**src/rtl/tmoc_pkg.sv**
```systemverilog
`default_nettype none
package tmoc_pkg;

    // ------------------------------------------------------------------
    // Register byte addresses
    // ------------------------------------------------------------------
    localparam logic [7:0] ADDR_CTRL_A  = 8'h00;
    localparam logic [7:0] ADDR_CTRL_B  = 8'h04;
    localparam logic [7:0] ADDR_COUNTER = 8'h08;
    localparam logic [7:0] ADDR_CMP_A   = 8'h0c;
    localparam logic [7:0] ADDR_CMP_B   = 8'h10;
    localparam logic [7:0] ADDR_FLAGS   = 8'h14;
    localparam logic [7:0] ADDR_MASK    = 8'h18;
    localparam logic [7:0] ADDR_PORT    = 8'h1c;

    // ------------------------------------------------------------------
    // Field positions
    // ------------------------------------------------------------------
    localparam int CTRLA_MODE_B_LSB = 4;   // compare_output_mode b, bits 5:4
    localparam int CTRLA_MODE_A_LSB = 6;   // compare_output_mode a, bits 7:6
    localparam int CTRLA_WGM_LSB    = 0;   // waveform_mode_select bits 1:0
    localparam int CTRLB_WGM2_BIT   = 3;   // waveform_mode_select bit 2
    localparam int CTRLB_RUN_BIT    = 0;   // counter clock enable
    localparam int CTRLB_FOCB_BIT   = 6;   // force_compare_strobe b
    localparam int CTRLB_FOCA_BIT   = 7;   // force_compare_strobe a
    localparam int FLAG_OVF_BIT     = 0;
    localparam int FLAG_CMPA_BIT    = 1;
    localparam int FLAG_CMPB_BIT    = 2;
    localparam int PORT_VAL_A_BIT   = 0;
    localparam int PORT_VAL_B_BIT   = 1;
    localparam int PORT_DIR_A_BIT   = 2;
    localparam int PORT_DIR_B_BIT   = 3;

    // ------------------------------------------------------------------
    // Reset values and counter limits
    // ------------------------------------------------------------------
    localparam logic [7:0] RESET_BYTE  = 8'h00;
    localparam logic [7:0] CNT_BOTTOM  = 8'h00;
    localparam logic [7:0] CNT_MAX     = 8'hff;
    localparam logic [7:0] CNT_ONE     = 8'h01;

    // ------------------------------------------------------------------
    // Waveform modes
    // ------------------------------------------------------------------
    typedef enum logic [2:0] {
        TMOC_WGM_NORMAL   = 3'b000,
        TMOC_WGM_PC_MAX   = 3'b001,
        TMOC_WGM_CTC      = 3'b010,
        TMOC_WGM_FAST_MAX = 3'b011,
        TMOC_WGM_RSV4     = 3'b100,
        TMOC_WGM_PC_OCRA  = 3'b101,
        TMOC_WGM_RSV6     = 3'b110,
        TMOC_WGM_FAST_OCR = 3'b111
    } tmoc_wgm_t;

    // Compare output actions.
    typedef enum logic [1:0] {
        TMOC_COM_OFF    = 2'b00,
        TMOC_COM_TOGGLE = 2'b01,
        TMOC_COM_CLEAR  = 2'b10,
        TMOC_COM_SET    = 2'b11
    } tmoc_com_t;

    // Per-channel pin pair towards the port.
    typedef struct packed {
        logic value;
        logic enable;
    } tmoc_pin_t;

endpackage

`default_nettype wire

```
**src/rtl/tmoc_timer.sv**
```systemverilog
// Added by the designer: the address map and the APB slave port.
`timescale 1ns/1ps
`default_nettype none

module tmoc_timer
    import tmoc_pkg::*;
(
    input  wire logic        clock,
    input  wire logic        rst,
    input  wire logic        psel,
    input  wire logic        penable,
    input  wire logic        pwrite,
    input  wire logic [7:0]  paddr,
    input  wire logic [31:0] pwdata,
    output var  logic [31:0] prdata,
    output var  logic        pready,
    output var  logic        pslverr,
    input  wire logic        ovf_ack,
    input  wire logic        cmp_a_ack,
    input  wire logic        cmp_b_ack,
    output var  logic        ovf_irq,
    output var  logic        cmp_a_irq,
    output var  logic        cmp_b_irq,
    output var  tmoc_pin_t   pin_a,
    output var  tmoc_pin_t   pin_b
);

    // ------------------------------------------------------------------
    // Storage
    // ------------------------------------------------------------------
    logic [7:0] ctrl_a_q;
    logic [2:0] wgm_hi_q;
    logic       run_q;
    logic [7:0] counter_value_q;
    logic       down_q;
    logic [7:0] cmp_act_q [2];
    logic [7:0] cmp_buf_q [2];
    logic [1:0] cmp_flag_q;
    logic       overflow_flag_q;
    logic [2:0] mask_q;
    logic [3:0] port_q;
    logic [1:0] ocs_q;
    logic       blk_q;
    logic [1:0] match_q;

    // ------------------------------------------------------------------
    // Mode decoding
    // ------------------------------------------------------------------
    function automatic logic is_pwm(input tmoc_wgm_t m);
        is_pwm = (m == TMOC_WGM_PC_MAX) || (m == TMOC_WGM_PC_OCRA) ||
                 (m == TMOC_WGM_FAST_MAX) || (m == TMOC_WGM_FAST_OCR);
    endfunction

    function automatic logic is_pc(input tmoc_wgm_t m);
        is_pc = (m == TMOC_WGM_PC_MAX) || (m == TMOC_WGM_PC_OCRA);
    endfunction

    function automatic tmoc_com_t chan_mode(input logic [7:0] ca, input int ch);
        chan_mode = tmoc_com_t'(ch == 0 ? ca[CTRLA_MODE_A_LSB +: 2]
                                        : ca[CTRLA_MODE_B_LSB +: 2]);
    endfunction

    tmoc_wgm_t  wgm;
    logic       pwm;
    logic       pc;
    logic [7:0] top;
    logic       wr;
    logic       rd;
    logic       at_top;
    logic       at_bottom;
    logic [7:0] cnt_next;
    logic [1:0] eq;
    logic [1:0] hit;
    logic [1:0] force_hit;

    // Waveform mode is assembled from its two control registers.
    assign wgm = tmoc_wgm_t'({wgm_hi_q[CTRLB_WGM2_BIT - 1], ctrl_a_q[CTRLA_WGM_LSB +: 2]});
    assign pwm = is_pwm(wgm);
    assign pc  = is_pc(wgm);
    // Top is compare a in CTC and in the two PWM modes with compare a top, otherwise max.
    assign top = (wgm == TMOC_WGM_CTC || wgm == TMOC_WGM_PC_OCRA || wgm == TMOC_WGM_FAST_OCR)
               ? cmp_act_q[0] : CNT_MAX;
    assign wr  = psel && penable && pwrite;
    assign rd  = psel && penable && !pwrite;
    assign at_top    = (counter_value_q == top);
    assign at_bottom = (counter_value_q == CNT_BOTTOM);

    // ------------------------------------------------------------------
    // APB slave: one-cycle access, errors on unmapped addresses
    // ------------------------------------------------------------------
    logic mapped;
    always_comb begin
        if (paddr == ADDR_CTRL_A || paddr == ADDR_CTRL_B || paddr == ADDR_COUNTER) begin
            mapped = 1'b1;
        end else if (paddr == ADDR_CMP_A || paddr == ADDR_CMP_B) begin
            mapped = 1'b1;
        end else if (paddr == ADDR_FLAGS || paddr == ADDR_MASK || paddr == ADDR_PORT) begin
            mapped = 1'b1;
        end else begin
            mapped = 1'b0;
        end
    end

    // Ready answers in the first access cycle and falls after it.
    always_ff @(posedge clock) begin
        if (rst) begin
            pready  <= 1'b0;
            pslverr <= 1'b0;
        end else begin
            pready  <= psel && !penable;
            pslverr <= psel && !penable && !mapped;
        end
    end

    // Read data is prepared during setup so it is valid with pready.
    always_ff @(posedge clock) begin
        if (rst) begin
            prdata <= 32'h0000_0000;
        end else if (psel && !penable && !pwrite) begin
            prdata <= 32'h0000_0000;
            if (paddr == ADDR_CTRL_A) begin
                prdata[7:0] <= ctrl_a_q;
            end else if (paddr == ADDR_CTRL_B) begin
                prdata[CTRLB_WGM2_BIT] <= wgm_hi_q[CTRLB_WGM2_BIT - 1];
                prdata[CTRLB_RUN_BIT]  <= run_q;
            end else if (paddr == ADDR_COUNTER) begin
                prdata[7:0] <= counter_value_q;
            end else if (paddr == ADDR_CMP_A) begin
                prdata[7:0] <= pwm ? cmp_buf_q[0] : cmp_act_q[0];
            end else if (paddr == ADDR_CMP_B) begin
                prdata[7:0] <= pwm ? cmp_buf_q[1] : cmp_act_q[1];
            end else if (paddr == ADDR_FLAGS) begin
                prdata[FLAG_OVF_BIT]  <= overflow_flag_q;
                prdata[FLAG_CMPA_BIT] <= cmp_flag_q[0];
                prdata[FLAG_CMPB_BIT] <= cmp_flag_q[1];
            end else if (paddr == ADDR_MASK) begin
                prdata[2:0] <= mask_q;
            end else if (paddr == ADDR_PORT) begin
                prdata[3:0] <= port_q;
            end
        end
    end

    // Control registers; mode bits act at once, not buffered.
    always_ff @(posedge clock) begin
        if (rst) begin
            ctrl_a_q <= RESET_BYTE;
            wgm_hi_q <= 3'b000;
            run_q    <= 1'b0;
            mask_q   <= 3'b000;
            port_q   <= 4'h0;
        end else if (wr) begin
            if (paddr == ADDR_CTRL_A) begin
                ctrl_a_q <= pwdata[7:0];
            end else if (paddr == ADDR_CTRL_B) begin
                wgm_hi_q <= {2'b00, pwdata[CTRLB_WGM2_BIT]} << 2;
                run_q    <= pwdata[CTRLB_RUN_BIT];
            end else if (paddr == ADDR_MASK) begin
                mask_q <= pwdata[2:0];
            end else if (paddr == ADDR_PORT) begin
                port_q <= pwdata[3:0];
            end
        end
    end

    // Force strobes are decoded from the write and never stored.
    assign force_hit[0] = wr && paddr == ADDR_CTRL_B && pwdata[CTRLB_FOCA_BIT] && !pwm;
    assign force_hit[1] = wr && paddr == ADDR_CTRL_B && pwdata[CTRLB_FOCB_BIT] && !pwm;

    // ------------------------------------------------------------------
    // Counter unit
    // ------------------------------------------------------------------
    // Next count follows the waveform mode, the count direction and the top value.
    always_comb begin
        cnt_next = counter_value_q;
        if (wgm == TMOC_WGM_NORMAL) begin
            cnt_next = counter_value_q + CNT_ONE;
        end else if (pc) begin
            if (down_q) begin
                cnt_next = at_bottom ? counter_value_q + CNT_ONE : counter_value_q - CNT_ONE;
            end else begin
                cnt_next = at_top ? counter_value_q - CNT_ONE : counter_value_q + CNT_ONE;
            end
        end else begin
            cnt_next = at_top ? CNT_BOTTOM : counter_value_q + CNT_ONE;
        end
    end

    // A CPU write overrides any count or clear in the same cycle.
    always_ff @(posedge clock) begin
        if (rst) begin
            counter_value_q <= CNT_BOTTOM;
            down_q          <= 1'b0;
        end else if (wr && paddr == ADDR_COUNTER) begin
            counter_value_q <= pwdata[7:0];
        end else if (run_q) begin
            counter_value_q <= cnt_next;
            if (!pc) begin
                down_q <= 1'b0;
            end else if (at_top && !down_q) begin
                down_q <= 1'b1;
            end else if (at_bottom && down_q) begin
                down_q <= 1'b0;
            end
        end
    end

    // ------------------------------------------------------------------
    // Compare registers with double buffering
    // ------------------------------------------------------------------
    logic update_pt;
    // Fast PWM reloads at top, phase correct at top while counting up.
    assign update_pt = run_q && (pc ? (at_top && !down_q) : at_top);

    generate
        for (genvar ch = 0; ch < 2; ch++) begin : g_cmp
            localparam logic [7:0] ADDR_CH = (ch == 0) ? ADDR_CMP_A : ADDR_CMP_B;
            always_ff @(posedge clock) begin
                if (rst) begin
                    cmp_act_q[ch] <= RESET_BYTE;
                    cmp_buf_q[ch] <= RESET_BYTE;
                end else begin
                    if (wr && paddr == ADDR_CH) begin
                        cmp_buf_q[ch] <= pwdata[7:0];
                    end
                    if (wr && paddr == ADDR_CH && !pwm) begin
                        cmp_act_q[ch] <= pwdata[7:0];
                    end else if (pwm && update_pt) begin
                        cmp_act_q[ch] <= cmp_buf_q[ch];
                    end
                end
            end
            // Equality is always evaluated on the active value.
            assign eq[ch] = (counter_value_q == cmp_act_q[ch]);
        end
    endgenerate

    // ------------------------------------------------------------------
    // Match blocking and flags
    // ------------------------------------------------------------------
    // Block stays one cycle after any counter write.
    always_ff @(posedge clock) begin
        if (rst) begin
            blk_q <= 1'b0;
        end else begin
            blk_q <= wr && paddr == ADDR_COUNTER;
        end
    end

    assign hit = blk_q ? 2'b00 : eq;

    // Registered match so the flag sets on the following cycle.
    always_ff @(posedge clock) begin
        if (rst) begin
            match_q <= 2'b00;
        end else begin
            match_q <= hit & {2{run_q}};
        end
    end

    logic       flag_wr;
    logic       ovf_evt;
    assign flag_wr = wr && paddr == ADDR_FLAGS;
    // Overflow as the counter becomes zero, normal and CTC count up.
    assign ovf_evt = run_q && !(wr && paddr == ADDR_COUNTER) &&
                     (pc ? (at_bottom && down_q) : cnt_next == CNT_BOTTOM && !at_bottom);

    // A set arriving with a clear wins over it.
    always_ff @(posedge clock) begin
        if (rst) begin
            cmp_flag_q      <= 2'b00;
            overflow_flag_q <= 1'b0;
        end else begin
            for (int ch = 0; ch < 2; ch++) begin
                if (match_q[ch]) begin
                    cmp_flag_q[ch] <= 1'b1;
                end else if ((ch == 0 ? cmp_a_ack : cmp_b_ack) ||
                             (flag_wr && pwdata[FLAG_CMPA_BIT + ch])) begin
                    cmp_flag_q[ch] <= 1'b0;
                end
            end
            if (ovf_evt) begin
                overflow_flag_q <= 1'b1;
            end else if (ovf_ack || (flag_wr && pwdata[FLAG_OVF_BIT])) begin
                overflow_flag_q <= 1'b0;
            end
        end
    end

    // Interrupt requests follow flag and mask.
    always_ff @(posedge clock) begin
        if (rst) begin
            ovf_irq   <= 1'b0;
            cmp_a_irq <= 1'b0;
            cmp_b_irq <= 1'b0;
        end else begin
            ovf_irq   <= overflow_flag_q && mask_q[FLAG_OVF_BIT];
            cmp_a_irq <= cmp_flag_q[0] && mask_q[FLAG_CMPA_BIT];
            cmp_b_irq <= cmp_flag_q[1] && mask_q[FLAG_CMPB_BIT];
        end
    end

    // ------------------------------------------------------------------
    // Waveform generator and output state
    // ------------------------------------------------------------------
    // Output state is untouched by mode changes; only events move it.
    always_ff @(posedge clock) begin
        if (rst) begin
            ocs_q <= 2'b00;
        end else begin
            for (int ch = 0; ch < 2; ch++) begin
                tmoc_com_t m;
                logic      ev;
                m  = chan_mode(ctrl_a_q, ch);
                ev = (hit[ch] && run_q) || force_hit[ch];
                if (m == TMOC_COM_OFF) begin
                    ocs_q[ch] <= ocs_q[ch];
                end else if (!pwm) begin
                    if (ev) begin
                        case (m)
                            TMOC_COM_TOGGLE: ocs_q[ch] <= !ocs_q[ch];
                            TMOC_COM_CLEAR:  ocs_q[ch] <= 1'b0;
                            default:         ocs_q[ch] <= 1'b1;
                        endcase
                    end
                end else if (m == TMOC_COM_TOGGLE) begin
                    if (ch == 0 && hit[ch] && run_q && wgm[2]) begin
                        ocs_q[ch] <= !ocs_q[ch];
                    end
                end else if (hit[ch] && run_q) begin
                    // Non-inverting clears on up match, inverting sets.
                    ocs_q[ch] <= (m == TMOC_COM_SET) ^ (pc && down_q);
                end else if (!pc && run_q && at_top) begin
                    ocs_q[ch] <= (m != TMOC_COM_SET);
                end
            end
        end
    end

    // Pin override registered straight from the output state.
    always_ff @(posedge clock) begin
        if (rst) begin
            pin_a <= '0;
            pin_b <= '0;
        end else begin
            pin_a.value  <= (chan_mode(ctrl_a_q, 0) != TMOC_COM_OFF)
                          ? ocs_q[0] : port_q[PORT_VAL_A_BIT];
            pin_a.enable <= port_q[PORT_DIR_A_BIT];
            pin_b.value  <= (chan_mode(ctrl_a_q, 1) != TMOC_COM_OFF)
                          ? ocs_q[1] : port_q[PORT_VAL_B_BIT];
            pin_b.enable <= port_q[PORT_DIR_B_BIT];
        end
    end

endmodule

`default_nettype wire

```
**config.mk**
```make
export PLATFORM = sky130hd
export DESIGN_NAME = tmoc_timer
export DESIGN_NICKNAME = d
export VERILOG_FILES = /design/src/rtl/tmoc_pkg.sv /design/src/rtl/tmoc_timer.sv
export SDC_FILE = /design/constraint.sdc
export NUM_CORES = 1
export LEC_CHECK = 0
export BUFFER_PORTS_ARGS = -buffer_cell sky130_fd_sc_hd__buf_2
export CAP_MARGIN = 20
export CORE_ASPECT_RATIO = 0.5
export CORE_UTILIZATION = 56
export DETAILED_ROUTE_END_ITERATION = 7
export HOLD_SLACK_MARGIN = 0.02
export PLACE_DENSITY = 0.78
export SETUP_SLACK_MARGIN = 0.3
export SLEW_MARGIN = 10
export SYNTH_ARGS = -nofsm -noshare
export SYNTH_HDL_FRONTEND = slang
export SYNTH_SLANG_ARGS = --single-unit
```
**constraint.sdc**
```tcl
create_clock -name clock -period 3.1 [get_ports clock]
set_input_delay 0.31 -clock clock [delete_from_list [all_inputs] [get_ports clock]]
set_output_delay 0.31 -clock clock [all_outputs]
set_load 0.1 [all_outputs]
```
==> results of run 1 <==
-- kinds of logic after synthesis --
logic type                 synth area share
and+or+nand+nor                       0.212
AOI/OAI and AO/OA                     0.203
DFF                                   0.401
buffers and inverters                0.0863
muxes                                0.0597
xor gates and xnor gates             0.0301
adders and majority gates           0.00760
other                              0.000759
-- worst max path at each step --
stage / from / slack (ns) / end
floorplan: counter_value_q[1]$_SDFFE_PP0P_ / 0.42 / cmp_act_q[0][0]$_DFFE_PP_
global placement: paddr[5] / 0.35 / cmp_act_q[0][7]$_DFFE_PP_
detailed placement: paddr[5] / 0.40 / cmp_buf_q[1][4]$_SDFFCE_PN0P_
CTS: counter_value_q[1]$_SDFFE_PP0P_ / 0.40 / counter_value_q[3]$_SDFFE_PP0P_
global route: ctrl_a_q[1]$_SDFFE_PP0P_ / 0.26 / counter_value_q[3]$_SDFFE_PP0P_
finish: counter_value_q[6]$_SDFFE_PP0P_ / 0.38 / counter_value_q[3]$_SDFFE_PP0P_
-- through the flow --
step / total power [mW] / util / area, sq um
after floorplan: 1.45 / - / 5030
after global placement: 1.48 / 0.628 / 5190
after detailed placement: 1.49 / 0.629 / 5190
after CTS: 2.54 / 0.665 / 5490
after global routing: 2.61 / 0.666 / 5500
final: 2.55 / 0.666 / 5500
-- flip-flops by register name (all words and copies together) (netlist names), 2 cells and up --
signal	cells
ctrl_a_q	8
port_q	4
cmp_buf_q	16
match_q	2
pin_a	2
counter_value_q	8
prdata	8
pin_b	2
ocs_q	2
cmp_act_q	16
cmp_flag_q	2
mask_q	3
-- placed cells by master (no fill, tap or decap), types with 12 or more instances in the layout --
master,instances
sky130_fd_sc_hd__dfxtp_1,50
sky130_fd_sc_hd__conb_1,24
sky130_fd_sc_hd__buf_4,24
sky130_fd_sc_hd__o21ai_0,28
sky130_fd_sc_hd__nor2_1,49
sky130_fd_sc_hd__nor3_1,16
sky130_fd_sc_hd__and2_1,20
sky130_fd_sc_hd__a21oi_1,33
sky130_fd_sc_hd__nand3_1,20
sky130_fd_sc_hd__buf_2,40
sky130_fd_sc_hd__inv_1,16
sky130_fd_sc_hd__edfxtp_1,32
sky130_fd_sc_hd__o22ai_1,12
sky130_fd_sc_hd__a22o_1,16
sky130_fd_sc_hd__mux2i_1,25
sky130_fd_sc_hd__nand2_1,39
-- worst register-to-register path: cells and delay by family, from the launching register on --
family	cells	cell delay, ns
and+or+nand+nor	3	0.84
AOI/OAI and AO/OA	5	1.34
DFF	1	0.41
-- area by class of cell --
| class | instances | area [sq um] |
|---|---|---|
| Fill cell | 680 | 2760 |
| Multi-Input combinational cell | 411 | 2630 |
| Sequential cell | 83 | 1980 |
| Timing Repair Buffer | 64 | 380 |
| Clock buffer | 11 | 234 |
| Tap cell | 112 | 140 |
| Inverter | 17 | 63.8 |
| Clock inverter | 5 | 61.3 |
-- metal layers --
| metal | up-vias | share of wire | global-route usage |
|---|---|---|---|
| met4 | 0 | 0.021 | 0.103 |
| li1 | 2035 | - | - |
| met1 | 2087 | 0.43 | 0.416 |
| met5 | - | 0 | 0 |
| met2 | 260 | 0.44 | 0.481 |
| met3 | 32 | 0.11 | 0.0756 |
-- power by group --
group          total [mW]  internal (mW)  switching, mW
Combinational       0.295         0.0458          0.249
Clock                1.08          0.633          0.449
Sequential           1.18           1.16         0.0199
Total                2.55           1.83          0.718
-- timing repair --
item / CTS / global route
setup endpoints to repair: 0 / 18
hold buffers: 0 / 0
gates resized for setup: 0 / 2
-- cell usage after synthesis, drive strengths merged, types with 6 or more instances --
| cell | number |
|---|---|
| a211oi | 7 |
| mux2i | 25 |
| xor2 | 9 |
| clkbuf | 25 |
| nand3 | 20 |
| a21oi | 35 |
| and2 | 21 |
| nor3 | 16 |
| nor4 | 12 |
| nor2 | 49 |
| xnor2 | 8 |
| buf | 39 |
| a31oi | 6 |
| o21ai | 29 |
| o22ai | 12 |
| dfxtp | 51 |
| or3 | 7 |
| a22o | 16 |
| nor2b | 6 |
| a22oi | 9 |
| nand2 | 39 |
| inv | 16 |
| edfxtp | 32 |
==> impl_table.tex, run 1 <==
\begin{tabular}{lr}
\hline
Metric & Value \\
\hline
\multicolumn{2}{l}{\textbf{STA}} \\
\quad Final worst setup slack & 0.384 ns \\
\quad Final clock skew & 0.00464 ns \\
\quad Slew margin rel. & 0.470 \\
\quad Portion of the clock cycle consumed by the worst path in the final layout & 0.876 \\
\quad RSZ-0062 raised after global routing & true \\
\quad Final number of setup-violating endpoints & 0 \\
\quad Total negative slack & 0 ns \\
\quad Final Hold Vio Count & 0 \\
\quad Upper clock frequency limit & 0.368 GHz \\
\quad Least-Margin Pin Slew & 0.794 ns \\
\quad Min Tclk post-route & 2.72 ns \\
\quad Max Transition Viols Final & 0 \\
\quad Worst hold-check slack & 0.275 ns \\
\multicolumn{2}{l}{\textbf{Layout}} \\
\quad Nets & 637 \\
\quad Area delta synth->final & 11.2\% \\
\quad Antenna cells & 0 \\
\quad Fraction of layout cells with a size suffix above 1 & 0.171 \\
\quad Count of placed standard cells in the final layout, fillers left out & 703 \\
\multicolumn{2}{l}{\textbf{Placed design}} \\
\quad Inst Count DP & 687 \\
\quad Last weighted congestion value of the routability-driven placer & 0.890 \\
\quad Worst slack at placement & 0.403 ns \\
\quad Port Buffers & 40 \\
\quad Detailed placer's ending HPWL & 9560 um \\
\multicolumn{2}{l}{\textbf{Outcome}} \\
\quad Result of the run & complete, no violations \\
\multicolumn{2}{l}{\textbf{Critical path}} \\
\quad Count of buffer and inverter cells on the critical path & 0 \\
\quad Nature of the critical path startpoint & flip-flop \\
\quad Cell depth of the worst flop-to-flop path & 8 \\
\quad Kind of critical path & flip-flop to flip-flop \\
\quad Biggest cell delay along the critical path & 0.41 ns \\
\quad Data arrival time of the critical path & 2.92 ns \\
\quad Crit path depth & 8 \\
\quad Slack of the worst reg-to-reg path & 0.38 ns \\
\quad CP max stage cell & sky130\_fd\_sc\_hd\_\_dfxtp\_1 \\
\quad CP Data Required Time & 3.31 ns \\
\quad Beginning of the worst register-to-register path & counter\_value\_q[6]\$\_SDFFE\_PP0P\_ \\
\quad Reg2reg end & counter\_value\_q[3]\$\_SDFFE\_PP0P\_ \\
\quad Cells along the critical path & nor2b\_1, a2111oi\_2, nand4bb\_1, a21o\_1, a21oi\_2, o32ai\_1, nor4\_1, o41ai\_1 \\
\quad Critical path fanouts, max & 7 \\
\quad Kind of cell with the highest combined delay on the critical path & compound AO/OA/AOI/OAI gates \\
\quad Type of destination of the critical path & flip-flop \\
\multicolumn{2}{l}{\textbf{Floorplan}} \\
\quad Area of the core region & 8260 sq um \\
\quad Full die area & 9230 sq um \\
\quad Die boundary width & 135 um \\
\quad Die height & 68.4 um \\
\quad Effective utilization at floorplan & 0.598 \\
\quad IO Count & 89 \\
\quad Row count & 23 \\
\multicolumn{2}{l}{\textbf{Clocking}} \\
\quad Number of buffers added by the clock tree synthesis step & 9 \\
\quad Clock tree from TritonCTS & yes \\
\quad Clock tree root buffer cell & sky130\_fd\_sc\_hd\_\_clkbuf\_16 \\
\quad Clock edge transition at the registers on the reported setup and hold paths & 0.06 ns \\
\quad CTS H-tree lvls & 3 \\
\quad Post-CTS setup buffer count & 0 \\
\quad Clock sink count & 83 \\
\quad Clock latency on the worst-skew pair & 0.34 ns \\
\quad Number of buffers between clock root and the deepest sink & 2 \\
\multicolumn{2}{l}{\textbf{Yosys}} \\
\quad Share of synthesized area occupied by flip-flops and latches & 0.401 \\
\quad Share of the synthesized area in the top cell type & 0.207 \\
\quad Mapped Cells & 552 \\
\quad Number of distinct library cell variants in the gate-level netlist after synthesis & 74 \\
\quad Top cells by area in the synthesized netlist & sky130\_fd\_sc\_hd\_\_dfxtp\_1, sky130\_fd\_sc\_hd\_\_edfxtp\_1, sky130\_fd\_sc\_hd\_\_mux2i\_1 \\
\quad Mean Syn Cell Area & 8.95 sq um \\
\quad Number of flops mapped to enable cells by yosys & 32 \\
\quad Leading register cell type out of synthesis & sky130\_fd\_sc\_hd\_\_dfxtp\_1 \\
\quad Top cell type by total area after synthesis & sky130\_fd\_sc\_hd\_\_dfxtp\_1 \\
\quad Number of flip-flops and latches in the synthesized netlist & 83 \\
\quad Combined area of all synthesized cells & 4940 sq um \\
\quad Yosys warns & 0 \\
\quad Share of synthesized registers carrying an async set or reset & 0 \\
\multicolumn{2}{l}{\textbf{Route}} \\
\quad \# DRC & 0 \\
\quad Vias after detailed routing & 4414 \\
\quad Post-DRT Antenna Nets & 0 \\
\quad Avg WL per Cell & 19.3 um \\
\quad Detailed-route vias per instance & 6.28 \\
\quad Number of DRC violations after detailed-routing iteration 0 & 557 \\
\quad Number of detailed-route iterations in the first pass & 5 \\
\quad Total detailed-routing wirelength & 13600 um \\
\multicolumn{2}{l}{\textbf{Pwr}} \\
\quad Maximum vdd ir drop & 288 uV \\
\quad LEAKAGE & 2.01 nW \\
\quad Power density relative to cell area & 464 nW/um\^{}2 \\
\multicolumn{2}{l}{\textbf{Flow run}} \\
\quad Max Cap Viol & 0 \\
\multicolumn{2}{l}{\textbf{Worst hold path}} \\
\quad Hold Path Depth & 4 \\
\quad Hold path endpoint & cmp\_flag\_q[1]\$\_SDFFE\_PP0P\_ \\
\quad Source of the worst hold timing path & cmp\_b\_ack \\
\quad Class of the tightest hold or removal check & input pin to flip-flop \\
\multicolumn{2}{l}{\textbf{GRT}} \\
\quad Initial antenna violation count & 0 \\
\quad GRT overflow & 0 \\
\quad Maximum number of pins on one net before global-route repair & 35 \\
\quad Number of global-route vias before repair & 3785 \\
\quad Global-route wire length before repair & 20600 um \\
\quad Overall routing resource usage & 0.306 \\
\hline
\end{tabular}
(Power assumes the default switching activity.)
==> run 2, diff against run 1 <==
CELL_PAD_IN_SITES_DETAIL_PLACEMENT = 2   (was unset)
CELL_PAD_IN_SITES_GLOBAL_PLACEMENT = 2   (was unset)
CORE_UTILIZATION = 34   (was 56)
==> run 2 against run 1 <==
Compared with the run above: via count up 4.0%; final area up 4.0%; clock-buffer cell count unchanged; sequential share of layout area down 1.4 points; sequential cell count unchanged; critical endpoint is now cmp_act_q[0][5]$_DFFE_PP_; largest cell class unchanged; largest power group unchanged.
==> impl_table.tex, run 2 (synthesized netlist as in run 1, its figures left out) <==
\begin{tabular}{lr}
\hline
Metric & Value \\
\hline
\multicolumn{2}{l}{\textbf{Layout}} \\
\quad Commonest cells after routing, fill and taps aside & sky130\_fd\_sc\_hd\_\_dfxtp\_1, sky130\_fd\_sc\_hd\_\_nor2\_1, sky130\_fd\_sc\_hd\_\_buf\_2 \\
\quad Commonest non-fill, non-tap cell in the layout & sky130\_fd\_sc\_hd\_\_dfxtp\_1 \\
\quad Nets & 650 \\
\quad Fraction of layout cells with a size suffix above 1 & 0.187 \\
\quad Final-layout fill cell count & 1520 \\
\quad Antenna cells & 0 \\
\quad Area delta synth->final & 15.7\% \\
\quad Cell area after layout & 5720 sq um \\
\quad Largest registers & cmp\_act\_q x16, cmp\_buf\_q x16 \\
\multicolumn{2}{l}{\textbf{Route}} \\
\quad Number of detailed-route iterations in the first pass & 5 \\
\quad \# DRC & 0 \\
\quad Avg WL per Cell & 24.5 um \\
\quad Post-DRT Antenna Nets & 0 \\
\quad Number of DRC violations after detailed-routing iteration 0 & 251 \\
\quad Total detailed-routing wirelength & 19500 um \\
\quad Vias after detailed routing & 4589 \\
\quad Detailed-route vias per instance & 5.77 \\
\multicolumn{2}{l}{\textbf{Pwr}} \\
\quad Maximum vdd ir drop & 259 uV \\
\quad LEAKAGE & 2.09 nW \\
\quad Power density relative to cell area & 468 nW/um\^{}2 \\
\quad Total Power Consumption & 2.68 mW \\
\multicolumn{2}{l}{\textbf{STA}} \\
\quad Max Transition Viols Final & 0 \\
\quad Final number of setup-violating endpoints & 0 \\
\quad Final worst setup slack & 0.389 ns \\
\quad Final Hold Vio Count & 0 \\
\quad Least-Margin Pin Slew & 0.829 ns \\
\quad Final clock skew & 0.0118 ns \\
\quad Upper clock frequency limit & 0.369 GHz \\
\quad Slew margin rel. & 0.445 \\
\quad Total negative slack & 0 ns \\
\quad Worst hold-check slack & 0.289 ns \\
\quad Min Tclk post-route & 2.71 ns \\
\quad Portion of the clock cycle consumed by the worst path in the final layout & 0.874 \\
\quad RSZ-0062 raised after global routing & true \\
\multicolumn{2}{l}{\textbf{GRT}} \\
\quad Initial antenna violation count & 0 \\
\quad Number of global-route vias before repair & 4770 \\
\quad Global-route wire length before repair & 29600 um \\
\quad GRT overflow & 0 \\
\quad Overall routing resource usage & 0.265 \\
\quad Maximum number of pins on one net before global-route repair & 35 \\
\multicolumn{2}{l}{\textbf{Clocking}} \\
\quad CTS H-tree lvls & 3 \\
\quad Number of buffers between clock root and the deepest sink & 2 \\
\quad Number of buffers added by the clock tree synthesis step & 9 \\
\quad Clock tree root buffer cell & sky130\_fd\_sc\_hd\_\_clkbuf\_16 \\
\quad Clock tree from TritonCTS & yes \\
\quad Clock latency on the worst-skew pair & 0.35 ns \\
\quad Clock edge transition at the registers on the reported setup and hold paths & 0.07 ns \\
\quad Number of hold-repair buffers added at the cts stage & 0 \\
\quad Clock sink count & 83 \\
\multicolumn{2}{l}{\textbf{Critical path}} \\
\quad Data arrival time of the critical path & 2.77 ns \\
\quad Slack of the worst reg-to-reg path & 0.39 ns \\
\quad Type of destination of the critical path & flip-flop \\
\quad CP max stage cell & sky130\_fd\_sc\_hd\_\_dfxtp\_1 \\
\quad Critical path fanouts, max & 8 \\
\quad Cells along the critical path & nor3b\_1, a21oi\_1, nand4bb\_1, a21o\_1, nor4\_4, buf\_4, inv\_1, o311ai\_1, buf\_4 \\
\quad Most frequent CP cell & sky130\_fd\_sc\_hd\_\_buf\_4 \\
\quad Biggest cell delay along the critical path & 0.47 ns \\
\quad Kind of critical path & flip-flop to flip-flop \\
\quad CP Data Required Time & 3.16 ns \\
\quad Nature of the critical path startpoint & flip-flop \\
\multicolumn{2}{l}{\textbf{Floorplan}} \\
\quad IO Count & 89 \\
\quad Die height & 87.3 um \\
\quad Die boundary width & 173 um \\
\quad Row count & 30 \\
\quad Area of the core region & 13900 sq um \\
\quad Effective utilization at floorplan & 0.357 \\
\quad Full die area & 15100 sq um \\
\multicolumn{2}{l}{\textbf{Placed design}} \\
\quad Detailed placer's ending HPWL & 13100 um \\
\quad Last weighted congestion value of the routability-driven placer & 0.831 \\
\quad Worst slack at placement & 0.282 ns \\
\quad Port Buffers & 40 \\
\quad Area after DPL & 5320 sq um \\
\multicolumn{2}{l}{\textbf{Flow run}} \\
\quad Max Cap Viol & 0 \\
\multicolumn{2}{l}{\textbf{Outcome}} \\
\quad Result of the run & complete, no violations \\
\multicolumn{2}{l}{\textbf{Worst hold path}} \\
\quad Class of the tightest hold or removal check & input pin to flip-flop \\
\hline
\end{tabular}
==> run 2: worst paths after layout <==
check,start,endpoint,depth (start not counted)
max,ctrl_a_q[1]$_SDFFE_PP0P_,cmp_act_q[0][5]$_DFFE_PP_,9
min,cmp_a_ack,cmp_flag_q[0]$_SDFFE_PP0P_,4
max reg2reg,ctrl_a_q[1]$_SDFFE_PP0P_,cmp_act_q[0][5]$_DFFE_PP_,9
min reg2reg,match_q[0]$_SDFF_PP0_,cmp_flag_q[0]$_SDFFE_PP0P_,2
==> run 2: cell type report <==
cell class | instances | area [sq um] | share of cell area
sequential | 83 | 1980 | 0.347
clock buffer | 11 | 234 | 0.0409
multi-input combinational | 411 | 2630 | 0.461
clock inverter | 5 | 85.1 | 0.0149
tap | 192 | 240 | 0.0420
timing repair buffer | 77 | 478 | 0.0836
inverter | 17 | 63.8 | 0.0112
==> run 2: what timing repair did <==
action,4_1_cts,5_1_grt
pin swaps,1,2
setup buffers,0,8
endpoints found under the setup margin,5,17
gates resized for setup,1,2
==> run 2: report_power, final <==
part / internal, mW / switching [mW]
sequential: 1.16 / 0.0240
combinational: 0.0477 / 0.265
clock: 0.714 / 0.470
total: 1.92 / 0.759
==> run 2: layer usage <==
layer	global-route usage	wire length (um)	up-vias
met5	0	0	-
met4	0.0950	470	0
met3	0.0419	1190	31
met2	0.456	9070	175
met1	0.341	8740	2317
li1	-	-	2066
==> run 2: stage by stage <==
stage	util	instances
after floorplan	-	575
after global placement	0.384	771
after detailed placement	0.384	772
after CTS	0.407	788
after global routing	0.413	796
final	0.413	796
==> run 2: worst max-delay path, delay by kind of cell (launching register included) <==
family                 cells  cell delay, ns
AND/OR/NAND/NOR            3            0.83
AO/OA/AOI/OAI              3            0.57
buffers and inverters      3            0.53
flip-flops                 1            0.47
